[src/pkg/pfmsc_regs.vh]
`ifndef PFMSC_REGS_VH
`define PFMSC_REGS_VH

// ========================================
// register map
`define PFMSC_ADDR_CTRL 6'h00
`define PFMSC_ADDR_FUNC 6'h01
`define PFMSC_ADDR_GOUT 6'h02
`define PFMSC_ADDR_GOE 6'h03
`define PFMSC_ADDR_GIN 6'h04
`define PFMSC_ADDR_STRAP 6'h05
`define PFMSC_RESP_OKAY 2'h0
`define PFMSC_RESP_SLVERR 2'h2

// ========================================
// control fields and reset values
`define PFMSC_CTRL_SDIO4 0
`define PFMSC_CTRL_RDWAIT 1
`define PFMSC_CTRL_CENTRAL 2
`define PFMSC_CTRL_I2S 3
`define PFMSC_CTRL_MCLK 4
`define PFMSC_CTRL_XOSC 5
`define PFMSC_CTRL_OSCON 6
`define PFMSC_CTRL_RST 32'h00000041
`define PFMSC_FUNC_RST 32'h00000000
`define PFMSC_GOUT_RST 32'h00000000
`define PFMSC_GOE_RST 32'h00000000

// ========================================
// straps
`define PFMSC_STRAP_RST 8'hff
`define PFMSC_STRAP_REFCLK 5
`define PFMSC_STRAP_SETTLE 3'h4

// ========================================
// pad map
`define PFMSC_ALT_OUT_MASK 32'h842a4a29
`define PFMSC_PAD_OSC 0
`define PFMSC_PAD_RST_W 1
`define PFMSC_PAD_RST_B 2
`define PFMSC_PAD_MCLK 3
`define PFMSC_PAD_BCLK 4
`define PFMSC_PAD_DOUT 5
`define PFMSC_PAD_DIN 6
`define PFMSC_PAD_SYNC 7
`define PFMSC_PAD_CTS 8
`define PFMSC_PAD_RTS 9
`define PFMSC_PAD_RX 10
`define PFMSC_PAD_TX 11
`define PFMSC_PAD_DIR 12
`define PFMSC_PAD_REQ 13
`define PFMSC_PAD_GNT 14
`define PFMSC_PAD_PRI 15
`define PFMSC_PAD_WWAKE_IN 16
`define PFMSC_PAD_WWAKE_OUT 17
`define PFMSC_PAD_BWAKE_IN 18
`define PFMSC_PAD_BWAKE_OUT 19
`define PFMSC_PAD_OVERLAP 20
`define PFMSC_PAD_IRQ 21
`define PFMSC_PAD_SER_IN 25
`define PFMSC_PAD_SER_OUT 26
`define PFMSC_PAD_TCK 28
`define PFMSC_PAD_TMS 29
`define PFMSC_PAD_TDI 30
`define PFMSC_PAD_TDO 31

`endif

[src/hdl/pfmsc_top.v]
`timescale 1ns/1ps
`default_nettype none
`include "pfmsc_regs.vh"

module pfmsc_top (
  input wire CLOCK,
  input wire SYS_RST,
  input wire [7:0] AWADDR,
  input wire AWVALID,
  output reg AWREADY,
  input wire [31:0] WDATA,
  input wire [3:0] WSTRB,
  input wire WVALID,
  output reg WREADY,
  output reg [1:0] BRESP,
  output reg BVALID,
  input wire BREADY,
  input wire [7:0] ARADDR,
  input wire ARVALID,
  output reg ARREADY,
  output reg [31:0] RDATA,
  output reg [1:0] RRESP,
  output reg RVALID,
  input wire RREADY,
  input wire FULL_POWERDOWN_N,
  input wire [1:0] HOST_BOOT_PAD,
  input wire FRONT_END_CTRL_LINE3_I,
  output reg FRONT_END_CTRL_LINE3_O,
  output reg FRONT_END_CTRL_LINE3_OE_N,
  input wire FRONT_END_CTRL_LINE4_I,
  output reg FRONT_END_CTRL_LINE4_O,
  output reg FRONT_END_CTRL_LINE4_OE_N,
  input wire [31:0] GPIO_PAD_I,
  output reg [31:0] GPIO_PAD_O,
  output reg [31:0] GPIO_PAD_OE_N,
  input wire [3:0] SD_DAT_PAD_I,
  output reg [3:0] SD_DAT_PAD_O,
  output reg [3:0] SD_DAT_PAD_OE_N,
  input wire FRONT_END_CTRL_LINE3,
  input wire FRONT_END_CTRL_LINE4,
  input wire [3:0] SD_DAT_OUT,
  input wire [3:0] SD_DAT_OUT_EN,
  input wire SDIO_DATA2_READWAIT,
  input wire SDIO_DATA1_IRQ,
  input wire HOST_IRQ_OUT,
  input wire UART_TX,
  input wire UART_RTS_N,
  input wire AUD_PCM_CLK,
  input wire AUD_I2S_BCLK,
  input wire AUD_SYNC_OUT,
  input wire AUD_DOUT,
  input wire COEX_GRANT_OUT,
  input wire COEX_SERIAL_OUT,
  input wire RADIO_B_WAKE_OUT,
  input wire RADIO_W_WAKE_OUT,
  input wire JTAG_TDO,
  output reg [3:0] SD_DAT_IN,
  output reg UART_RX,
  output reg UART_CTS_N,
  output reg AUD_BCLK_IN,
  output reg AUD_SYNC_IN,
  output reg AUD_DIN,
  output reg COEX_DIR_IN,
  output reg COEX_REQUEST_IN,
  output reg COEX_PRIORITY_IN,
  output reg COEX_OVERLAP_IN,
  output reg COEX_SERIAL_IN,
  output reg RADIO_B_WAKE_IN,
  output reg RADIO_W_WAKE_IN,
  output reg RADIO_B_RESET_IN,
  output reg RADIO_W_RESET_IN,
  output reg JTAG_TCK,
  output reg JTAG_TMS,
  output reg JTAG_TDI,
  output wire REFCLK_40MHZ,
  output wire [1:0] HOST_IF_SEL,
  output wire STRAP_DONE,
  output wire POWERDOWN
);

  localparam ST_WAIT = 2'h0;
  localparam ST_CAPT = 2'h1;
  localparam ST_DONE = 2'h2;

  // ========================================
  // pin synchronisers
  reg [40:0] in_s1;
  reg [40:0] in_s2;
  wire [31:0] gpio_s;
  wire [3:0] sd_s;
  wire fe3_s;
  wire fe4_s;
  wire [1:0] boot_s;
  wire pd;

  always @(posedge CLOCK) begin
    if (SYS_RST) begin
      in_s1 <= 41'h0;
      in_s2 <= 41'h0;
    end else begin
      in_s1 <= {FULL_POWERDOWN_N, HOST_BOOT_PAD, FRONT_END_CTRL_LINE4_I, FRONT_END_CTRL_LINE3_I,
                SD_DAT_PAD_I, GPIO_PAD_I};
      in_s2 <= in_s1;
    end
  end

  assign gpio_s = in_s2[31:0];
  assign sd_s = in_s2[35:32];
  assign fe3_s = in_s2[36];
  assign fe4_s = in_s2[37];
  assign boot_s = in_s2[39:38];
  // floating pin is pulled low on the board side, so it reads as power-down
  assign pd = ~in_s2[40];

  // ========================================
  // registers
  reg [31:0] ctrl;
  reg [31:0] func;
  reg [31:0] gout;
  reg [31:0] goe;
  reg [7:0] strap_bits;
  reg [1:0] state;
  reg [2:0] settle;
  reg pd_q;
  reg [5:0] aw_idx;
  reg aw_got;
  reg [31:0] w_data;
  reg [3:0] w_strb;
  reg w_got;
  reg codec_main_clock_alt;

  reg done;
  wire central;
  wire i2s;
  wire xosc;
  wire [31:0] alt_en;
  wire [31:0] alt_drive;
  wire [5:0] ar_idx;

  assign central = ctrl[`PFMSC_CTRL_CENTRAL];
  assign i2s = ctrl[`PFMSC_CTRL_I2S];
  assign xosc = ctrl[`PFMSC_CTRL_XOSC];
  // pad 0 may only turn to the oscillator enable with an external oscillator
  assign alt_en = func & {31'h7fffffff, xosc};
  assign alt_drive = `PFMSC_ALT_OUT_MASK | {24'h0, central, 2'h0, central, 4'h0};
  assign ar_idx = ARADDR[7:2];
  assign REFCLK_40MHZ = strap_bits[`PFMSC_STRAP_REFCLK];
  assign HOST_IF_SEL = strap_bits[1:0];
  // status pin taken from its own flop, never from a state decode
  assign STRAP_DONE = done;
  assign POWERDOWN = pd_q;

  function [31:0] merge;
    input [31:0] old;
    input [31:0] data;
    input [3:0] strb;
    integer i;
    begin
      merge = old;
      for (i = 0; i < 4; i = i + 1) begin
        if (strb[i]) begin
          merge[i*8 +: 8] = data[i*8 +: 8];
        end
      end
    end
  endfunction

  // ========================================
  // strap capture
  always @(posedge CLOCK) begin
    if (SYS_RST) begin
      state <= ST_WAIT;
      settle <= 3'h0;
      strap_bits <= `PFMSC_STRAP_RST;
      pd_q <= 1'b1;
      done <= 1'b0;
    end else begin
      pd_q <= pd;
      if (pd) begin
        // power-down release counts as a fresh start for the straps
        state <= ST_WAIT;
        settle <= 3'h0;
        done <= 1'b0;
      end else begin
        case (state)
          ST_WAIT: begin
            settle <= settle + 3'h1;
            if (settle == `PFMSC_STRAP_SETTLE) begin
              state <= ST_CAPT;
            end
          end
          ST_CAPT: begin
            // unprinted bits keep the pulled-up value
            strap_bits <= {fe4_s, 1'b1, fe3_s, 3'h7, boot_s};
            state <= ST_DONE;
            done <= 1'b1;
          end
          ST_DONE: begin
            state <= ST_DONE;
          end
          default: begin
            state <= ST_WAIT;
            done <= 1'b0;
          end
        endcase
      end
    end
  end

  // ========================================
  // pad muxing
  reg [31:0] alt_val;
  reg [31:0] next_gpio_o;
  reg [31:0] next_gpio_oe_n;
  reg [3:0] next_sd_o;
  reg [3:0] next_sd_oe_n;

  always @* begin
    alt_val = 32'h0;
    alt_val[`PFMSC_PAD_OSC] = ctrl[`PFMSC_CTRL_OSCON];
    alt_val[`PFMSC_PAD_MCLK] = codec_main_clock_alt;
    alt_val[`PFMSC_PAD_BCLK] = i2s ? AUD_I2S_BCLK : AUD_PCM_CLK;
    alt_val[`PFMSC_PAD_DOUT] = AUD_DOUT;
    alt_val[`PFMSC_PAD_SYNC] = AUD_SYNC_OUT;
    alt_val[`PFMSC_PAD_RTS] = UART_RTS_N;
    alt_val[`PFMSC_PAD_TX] = UART_TX;
    alt_val[`PFMSC_PAD_GNT] = COEX_GRANT_OUT;
    alt_val[`PFMSC_PAD_WWAKE_OUT] = RADIO_W_WAKE_OUT;
    alt_val[`PFMSC_PAD_BWAKE_OUT] = RADIO_B_WAKE_OUT;
    alt_val[`PFMSC_PAD_IRQ] = HOST_IRQ_OUT;
    alt_val[`PFMSC_PAD_SER_OUT] = COEX_SERIAL_OUT;
    alt_val[`PFMSC_PAD_TDO] = JTAG_TDO;
    // each pad has exactly one source: its function or the general-purpose path
    next_gpio_o = (alt_en & alt_val) | (~alt_en & gout);
    next_gpio_oe_n = ~((alt_en & alt_drive) | (~alt_en & goe));
    if (pd) begin
      next_gpio_o = 32'h0;
      next_gpio_oe_n = 32'hffffffff;
      // oscillator stays off through power-down
      next_gpio_oe_n[`PFMSC_PAD_OSC] = ~alt_en[`PFMSC_PAD_OSC];
    end
    next_sd_o = SD_DAT_OUT;
    next_sd_oe_n = ~SD_DAT_OUT_EN;
    if (ctrl[`PFMSC_CTRL_RDWAIT] && SDIO_DATA2_READWAIT) begin
      next_sd_o[2] = 1'b0;
      next_sd_oe_n[2] = 1'b0;
    end
    if (!ctrl[`PFMSC_CTRL_SDIO4]) begin
      // one-bit mode: data1 signals the interrupt low, data3 unused
      next_sd_o[1] = 1'b0;
      next_sd_oe_n[1] = ~SDIO_DATA1_IRQ;
      next_sd_o[3] = 1'b0;
      next_sd_oe_n[3] = 1'b1;
    end
  end

  always @(posedge CLOCK) begin
    if (SYS_RST) begin
      GPIO_PAD_O <= 32'h0;
      GPIO_PAD_OE_N <= 32'hffffffff;
      SD_DAT_PAD_O <= 4'h0;
      SD_DAT_PAD_OE_N <= 4'hf;
      FRONT_END_CTRL_LINE3_O <= 1'b0;
      FRONT_END_CTRL_LINE3_OE_N <= 1'b1;
      FRONT_END_CTRL_LINE4_O <= 1'b0;
      FRONT_END_CTRL_LINE4_OE_N <= 1'b1;
      codec_main_clock_alt <= 1'b0;
    end else begin
      GPIO_PAD_O <= next_gpio_o;
      GPIO_PAD_OE_N <= next_gpio_oe_n;
      SD_DAT_PAD_O <= next_sd_o;
      SD_DAT_PAD_OE_N <= next_sd_oe_n;
      // in peripheral mode the codec clock follows the incoming bit clock
      codec_main_clock_alt <= ctrl[`PFMSC_CTRL_MCLK] &
                              (central ? (i2s ? AUD_I2S_BCLK : AUD_PCM_CLK) : gpio_s[`PFMSC_PAD_BCLK]);
      if (pd) begin
        FRONT_END_CTRL_LINE3_O <= 1'b1;
        FRONT_END_CTRL_LINE3_OE_N <= 1'b0;
        FRONT_END_CTRL_LINE4_O <= 1'b0;
        FRONT_END_CTRL_LINE4_OE_N <= 1'b0;
      end else begin
        // released until captured, so the internal pull-up gives one
        FRONT_END_CTRL_LINE3_O <= done & FRONT_END_CTRL_LINE3;
        FRONT_END_CTRL_LINE3_OE_N <= ~done;
        FRONT_END_CTRL_LINE4_O <= done & FRONT_END_CTRL_LINE4;
        FRONT_END_CTRL_LINE4_OE_N <= ~done;
      end
    end
  end

  // ========================================
  // pad inputs toward the core
  always @(posedge CLOCK) begin
    if (SYS_RST) begin
      SD_DAT_IN <= 4'hf;
      UART_RX <= 1'b1;
      UART_CTS_N <= 1'b1;
      AUD_BCLK_IN <= 1'b0;
      AUD_SYNC_IN <= 1'b0;
      AUD_DIN <= 1'b0;
      COEX_DIR_IN <= 1'b0;
      COEX_REQUEST_IN <= 1'b0;
      COEX_PRIORITY_IN <= 1'b0;
      COEX_OVERLAP_IN <= 1'b0;
      COEX_SERIAL_IN <= 1'b1;
      RADIO_B_WAKE_IN <= 1'b0;
      RADIO_W_WAKE_IN <= 1'b0;
      RADIO_B_RESET_IN <= 1'b0;
      RADIO_W_RESET_IN <= 1'b0;
      JTAG_TCK <= 1'b0;
      JTAG_TMS <= 1'b1;
      JTAG_TDI <= 1'b1;
    end else begin
      SD_DAT_IN <= sd_s;
      UART_RX <= alt_en[`PFMSC_PAD_RX] ? gpio_s[`PFMSC_PAD_RX] : 1'b1;
      UART_CTS_N <= alt_en[`PFMSC_PAD_CTS] ? gpio_s[`PFMSC_PAD_CTS] : 1'b1;
      AUD_BCLK_IN <= alt_en[`PFMSC_PAD_BCLK] & ~central & gpio_s[`PFMSC_PAD_BCLK];
      AUD_SYNC_IN <= alt_en[`PFMSC_PAD_SYNC] & ~central & gpio_s[`PFMSC_PAD_SYNC];
      AUD_DIN <= alt_en[`PFMSC_PAD_DIN] & gpio_s[`PFMSC_PAD_DIN];
      COEX_DIR_IN <= alt_en[`PFMSC_PAD_DIR] & gpio_s[`PFMSC_PAD_DIR];
      COEX_REQUEST_IN <= alt_en[`PFMSC_PAD_REQ] & gpio_s[`PFMSC_PAD_REQ];
      COEX_PRIORITY_IN <= alt_en[`PFMSC_PAD_PRI] & gpio_s[`PFMSC_PAD_PRI];
      COEX_OVERLAP_IN <= alt_en[`PFMSC_PAD_OVERLAP] & gpio_s[`PFMSC_PAD_OVERLAP];
      COEX_SERIAL_IN <= alt_en[`PFMSC_PAD_SER_IN] ? gpio_s[`PFMSC_PAD_SER_IN] : 1'b1;
      RADIO_B_WAKE_IN <= alt_en[`PFMSC_PAD_BWAKE_IN] & gpio_s[`PFMSC_PAD_BWAKE_IN];
      RADIO_W_WAKE_IN <= alt_en[`PFMSC_PAD_WWAKE_IN] & gpio_s[`PFMSC_PAD_WWAKE_IN];
      RADIO_B_RESET_IN <= alt_en[`PFMSC_PAD_RST_B] & gpio_s[`PFMSC_PAD_RST_B];
      RADIO_W_RESET_IN <= alt_en[`PFMSC_PAD_RST_W] & gpio_s[`PFMSC_PAD_RST_W];
      JTAG_TCK <= alt_en[`PFMSC_PAD_TCK] & gpio_s[`PFMSC_PAD_TCK];
      JTAG_TMS <= alt_en[`PFMSC_PAD_TMS] ? gpio_s[`PFMSC_PAD_TMS] : 1'b1;
      JTAG_TDI <= alt_en[`PFMSC_PAD_TDI] ? gpio_s[`PFMSC_PAD_TDI] : 1'b1;
    end
  end

  // ========================================
  // register bus slave
  // one transfer per direction at a time; ready drops until the answer is taken
  always @(posedge CLOCK) begin
    if (SYS_RST) begin
      AWREADY <= 1'b1;
      WREADY <= 1'b1;
      BVALID <= 1'b0;
      BRESP <= `PFMSC_RESP_OKAY;
      aw_got <= 1'b0;
      w_got <= 1'b0;
      aw_idx <= 6'h0;
      w_data <= 32'h0;
      w_strb <= 4'h0;
      ctrl <= `PFMSC_CTRL_RST;
      func <= `PFMSC_FUNC_RST;
      gout <= `PFMSC_GOUT_RST;
      goe <= `PFMSC_GOE_RST;
    end else begin
      if (AWVALID && AWREADY) begin
        aw_idx <= AWADDR[7:2];
        aw_got <= 1'b1;
        AWREADY <= 1'b0;
      end
      if (WVALID && WREADY) begin
        w_data <= WDATA;
        w_strb <= WSTRB;
        w_got <= 1'b1;
        WREADY <= 1'b0;
      end
      if (aw_got && w_got && !BVALID) begin
        aw_got <= 1'b0;
        w_got <= 1'b0;
        BVALID <= 1'b1;
        BRESP <= `PFMSC_RESP_OKAY;
        case (aw_idx)
          `PFMSC_ADDR_CTRL: ctrl <= merge(ctrl, w_data, w_strb) & 32'h0000007f;
          `PFMSC_ADDR_FUNC: func <= merge(func, w_data, w_strb);
          `PFMSC_ADDR_GOUT: gout <= merge(gout, w_data, w_strb);
          `PFMSC_ADDR_GOE: goe <= merge(goe, w_data, w_strb);
          `PFMSC_ADDR_GIN: BRESP <= `PFMSC_RESP_OKAY;
          `PFMSC_ADDR_STRAP: BRESP <= `PFMSC_RESP_OKAY;
          default: BRESP <= `PFMSC_RESP_SLVERR;
        endcase
      end
      if (BVALID && BREADY) begin
        BVALID <= 1'b0;
        AWREADY <= 1'b1;
        WREADY <= 1'b1;
      end
    end
  end

  always @(posedge CLOCK) begin
    if (SYS_RST) begin
      ARREADY <= 1'b1;
      RVALID <= 1'b0;
      RDATA <= 32'h0;
      RRESP <= `PFMSC_RESP_OKAY;
    end else begin
      if (ARVALID && ARREADY) begin
        ARREADY <= 1'b0;
        RVALID <= 1'b1;
        RRESP <= `PFMSC_RESP_OKAY;
        case (ar_idx)
          `PFMSC_ADDR_CTRL: RDATA <= ctrl;
          `PFMSC_ADDR_FUNC: RDATA <= func;
          `PFMSC_ADDR_GOUT: RDATA <= gout;
          `PFMSC_ADDR_GOE: RDATA <= goe;
          `PFMSC_ADDR_GIN: RDATA <= gpio_s;
          `PFMSC_ADDR_STRAP: RDATA <= {22'h0, pd_q, done, strap_bits};
          default: begin
            RDATA <= 32'h0;
            RRESP <= `PFMSC_RESP_SLVERR;
          end
        endcase
      end
      if (RVALID && RREADY) begin
        RVALID <= 1'b0;
        ARREADY <= 1'b1;
      end
    end
  end

endmodule

`default_nettype wire

[config.mk]
export PLATFORM = sky130hd
export DESIGN_NAME = pfmsc_top
export DESIGN_NICKNAME = d
export VERILOG_FILES = /design/src/hdl/pfmsc_top.v
export VERILOG_INCLUDE_DIRS = /design/src /design/src/pkg
export SDC_FILE = /design/constraint.sdc
export NUM_CORES = 1
export LEC_CHECK = 0
export BUFFER_PORTS_ARGS = -buffer_cell sky130_fd_sc_hd__buf_2
export CORE_UTILIZATION = 40
export DETAILED_ROUTE_END_ITERATION = 8
export PLACE_DENSITY = 0.67
export SYNTH_ARGS = -nofsm -noshare
export SYNTH_HDL_FRONTEND = slang
export SYNTH_SLANG_ARGS = --single-unit
[constraint.sdc]
create_clock -name CLOCK -period 5.32 [get_ports CLOCK]
set_input_delay 1.33 -clock CLOCK [delete_from_list [all_inputs] [get_ports CLOCK]]
set_output_delay 1.33 -clock CLOCK [all_outputs]
set_load 0.005 [all_outputs]
==> impl_metrics.tcl <==
set metrics [dict create \
    outcome "finished clean" \
    post-synth-top-area-cell "sky130_fd_sc_hd__dfxtp_1" \
    synth_top_area_share_pct 57.9 \
    postCtsHoldBufs 0 \
    finish.utilization_pct 49.9 \
    syn-instance-count 1296 \
    die_y_um 182 \
    flow.area_growth_from_synthesis_pct 21.9 \
    clk_pin_slew_ps 60 \
    drt-initial-drc-count 705 \
    synth_cell_type_count 47 \
    antenna_cells_inserted 0 \
    worst_r2r_dst "gout[11]" \
    p_leak_nw 7.19 \
    cts_max_level 2 \
    min_delay_path_depth 1 \
    drive_gt1_share_pct 23.6 \
    core-area_mm2 0.0317 \
    synth-edff-count 0 \
    grt_use_total_pct 20.7 \
    numPortBuffers 260 \
    final_period_minus_worst_setup_slack_ps 2880 \
    route.vias.total 9892 \
    holdPathEnd "GPIO_PAD_OE_N[29]" \
    total_half_perimeter_wirelength_after_legalization_and_detailed_placement_um 22400 \
    synth_ff_type "sky130_fd_sc_hd__dfxtp_1" \
    num_io_pins 267 \
    hold_viol 0 \
    timing.critical_path.slowest_cell_delay_ps 830 \
    pin_count_of_the_biggest_net_entering_global_routing 158 \
    tightest_slew_ps 1220 \
    tritoncts "yes" \
    peakVddDrop_uv 256 \
    drv_slew 0 \
    path_class "input pin to flop" \
    ff2ff_setup_slack_ps 3130 \
    slew-limit-headroom_pct 18.5 \
    drt_pre_antenna_iters 6 \
    cp_data_arrival_time_ps 3300 \
    rsz0062_at_grt "false" \
    clock_skew_ps 23.1 \
    setup_viol 0 \
    crit_chain "buf_2 -> inv_1 -> nor3_2 -> a221oi_1 -> a211oi_1" \
    achievable-frequency_mhz 348 \
    synth.yosys.warnings 0 \
    critical_path_peak_fanout 17 \
    tritoncts_sink_count 376 \
    cts-resized-gates 0 \
    min_period_over_period_pct 54.1 \
    cts.repair_timing.setup_buffer_count 0 \
    synth.most_common_cell "sky130_fd_sc_hd__dfxtp_1" \
    synth-seq-area-share_pct 57.9 \
    max-clock-path-buffers 3 \
    overall_die_area_mm2 0.0332 \
    first_global_vias 9537 \
    cp_slowest_cell "sky130_fd_sc_hd__nor3_2" \
    fp.dieW_um 182 \
    drt-vias-per-instance 5.05 \
    drcViolationCount 0 \
    route.antenna.remaining_nets 0 \
    rr_startpoint "aw_idx[1]" \
    globalplace.congestion 0.776 \
    synth_area_per_cell_um2 10.0 \
    synthTopCellsByCount "sky130_fd_sc_hd__dfxtp_1 (376), sky130_fd_sc_hd__nor2_1 (176), sky130_fd_sc_hd__nand2_1 (138)" \
    wl_um 34700 \
    async_flop_share_pct 0 \
    global_route_wire_length_before_repair_um 53600 \
    detail_route.wl_per_cell_um 17.7 \
    cts-buffers-inserted 40 \
    post_synth_main_area_contributors "sky130_fd_sc_hd__dfxtp_1 (58%), sky130_fd_sc_hd__mux2i_1 (9.7%), sky130_fd_sc_hd__nor2_1 (5.1%), sky130_fd_sc_hd__nor2b_1 (4.3%), sky130_fd_sc_hd__nand2_1 (4.0%)" \
    globalRoute.totalOverflow 0 \
    hold_class "flop to flop" \
    worst-r2r-cell-count 4 \
    drv_cap 0 \
    postSynthRegisterBits 376 \
    pwr_density_cell_mw_per_mm2 370 \
    cts.root.buffer_cell "sky130_fd_sc_hd__clkbuf_16" \
    timing.setup.tns_ps 0 \
    worst_setup_path_start_kind "input pin" \
    end_kind "flop" \
    synth_area_mm2 0.0130 \
    timing.critical_path.required_ps 5750 \
    fin_nets 1656 \
    antenna_violations_before_repair 0 \
    min-delay-start "goe[29]" \
    effective_utilization_at_floorplan_pct 41.0 \
    core.rowCount 65 \
    clk_latency_ps 530 \
]
-- power breakdown --
group | switching (mW) | internal [mW] | total [mW]
sequential | 0.0379 | 2.88 | 2.92
clock | 1.10 | 1.59 | 2.68
combinational | 0.160 | 0.103 | 0.263
total | 1.29 | 4.57 | 5.86
-- worst max-delay path by stage --
stage	end	slack, ps	depth (start not counted)	startpoint
2_1_floorplan	GPIO_PAD_O[16]	2680	7	SYS_RST
3_3_place_gp	RDATA[14]	2010	3	SYS_RST
3_5_place_dp	RDATA[18]	1910	3	SYS_RST
4_1_cts	RDATA[18]	2460	3	SYS_RST
5_1_grt	RDATA[12]	2280	3	SYS_RST
6_report	RDATA[2]	2440	5	ARADDR[3]
-- kinds of logic after synthesis --
group	synth area share, %
and+or+nand+nor	18.2
DFF	57.9
AOI/OAI and AO/OA	9.68
muxes	10.5
buffers and inverters	3.09
adders and majority gates	0.481
xor gates and xnor gates	0.135
other	0.0289
-- critical path: cells and delay by family --
family	cells	cell delay (ps)
and+or+nand+nor	1	830
AOI/OAI and AO/OA	2	510
buffers and inverters	2	630
-- area by class of cell --
cell class | count | area [um2]
Clock buffer | 59 | 1140
Fill cell | 2992 | 15900
Inverter | 16 | 60.1
Timing Repair Buffer | 268 | 1380
Tap cell | 402 | 503
Multi-Input combinational cell | 825 | 5100
Clock inverter | 11 | 115
Sequential cell | 376 | 7530
-- layout by cell type (no fill, tap or decap), drive strengths merged, types with 7 or more instances in the layout --
| cell type | count |
|---|---|
| a22o | 21 |
| dfxtp | 376 |
| inv | 18 |
| or2 | 7 |
| a221oi | 10 |
| and2 | 24 |
| buf | 268 |
| a211oi | 8 |
| nand3 | 17 |
| mux2i | 126 |
| o21ai | 38 |
| a21oi | 55 |
| clkbuf | 59 |
| nor2b | 90 |
| mux2 | 9 |
| and3 | 7 |
| nand2 | 138 |
| nor2 | 176 |
| nor3 | 16 |
| a22oi | 42 |
-- registers in the layout, summed over array words and instances, names as in the netlist, 2 cells and up --
register	cells
in_s1	41
w_data	32
GPIO_PAD_O	32
ctrl	7
strap_bits	4
settle	3
state	2
SD_DAT_IN	4
gout	32
func	32
SD_DAT_PAD_OE_N	4
goe	32
SD_DAT_PAD_O	4
GPIO_PAD_OE_N	32
w_strb	4
in_s2	41
RDATA	32
aw_idx	6
-- per-layer routing --
layer	wire length [um]	up-vias	GRT usage, %	part of all wire (%)
met5	0	-	0	0
met4	809	0	6.08	2.3
met3	2260	62	3.79	6.5
met2	16100	329	34.1	46
met1	15500	4683	27.6	45
li1	-	4818	-	-
-- stage by stage --
step	power (mW)	area [um2]	hold WS [ps]	setup slack, ps	cells
global placement	3.24	14600	384	2010	1887
finish	5.86	15800	404	2440	1957
floorplan	3.12	13000	370	2680	1297
global route	6.07	15800	416	2280	1957
CTS	5.92	15800	402	2460	1957
detailed placement	3.24	14600	392	1910	1887
(Power assumes the default switching activity.)
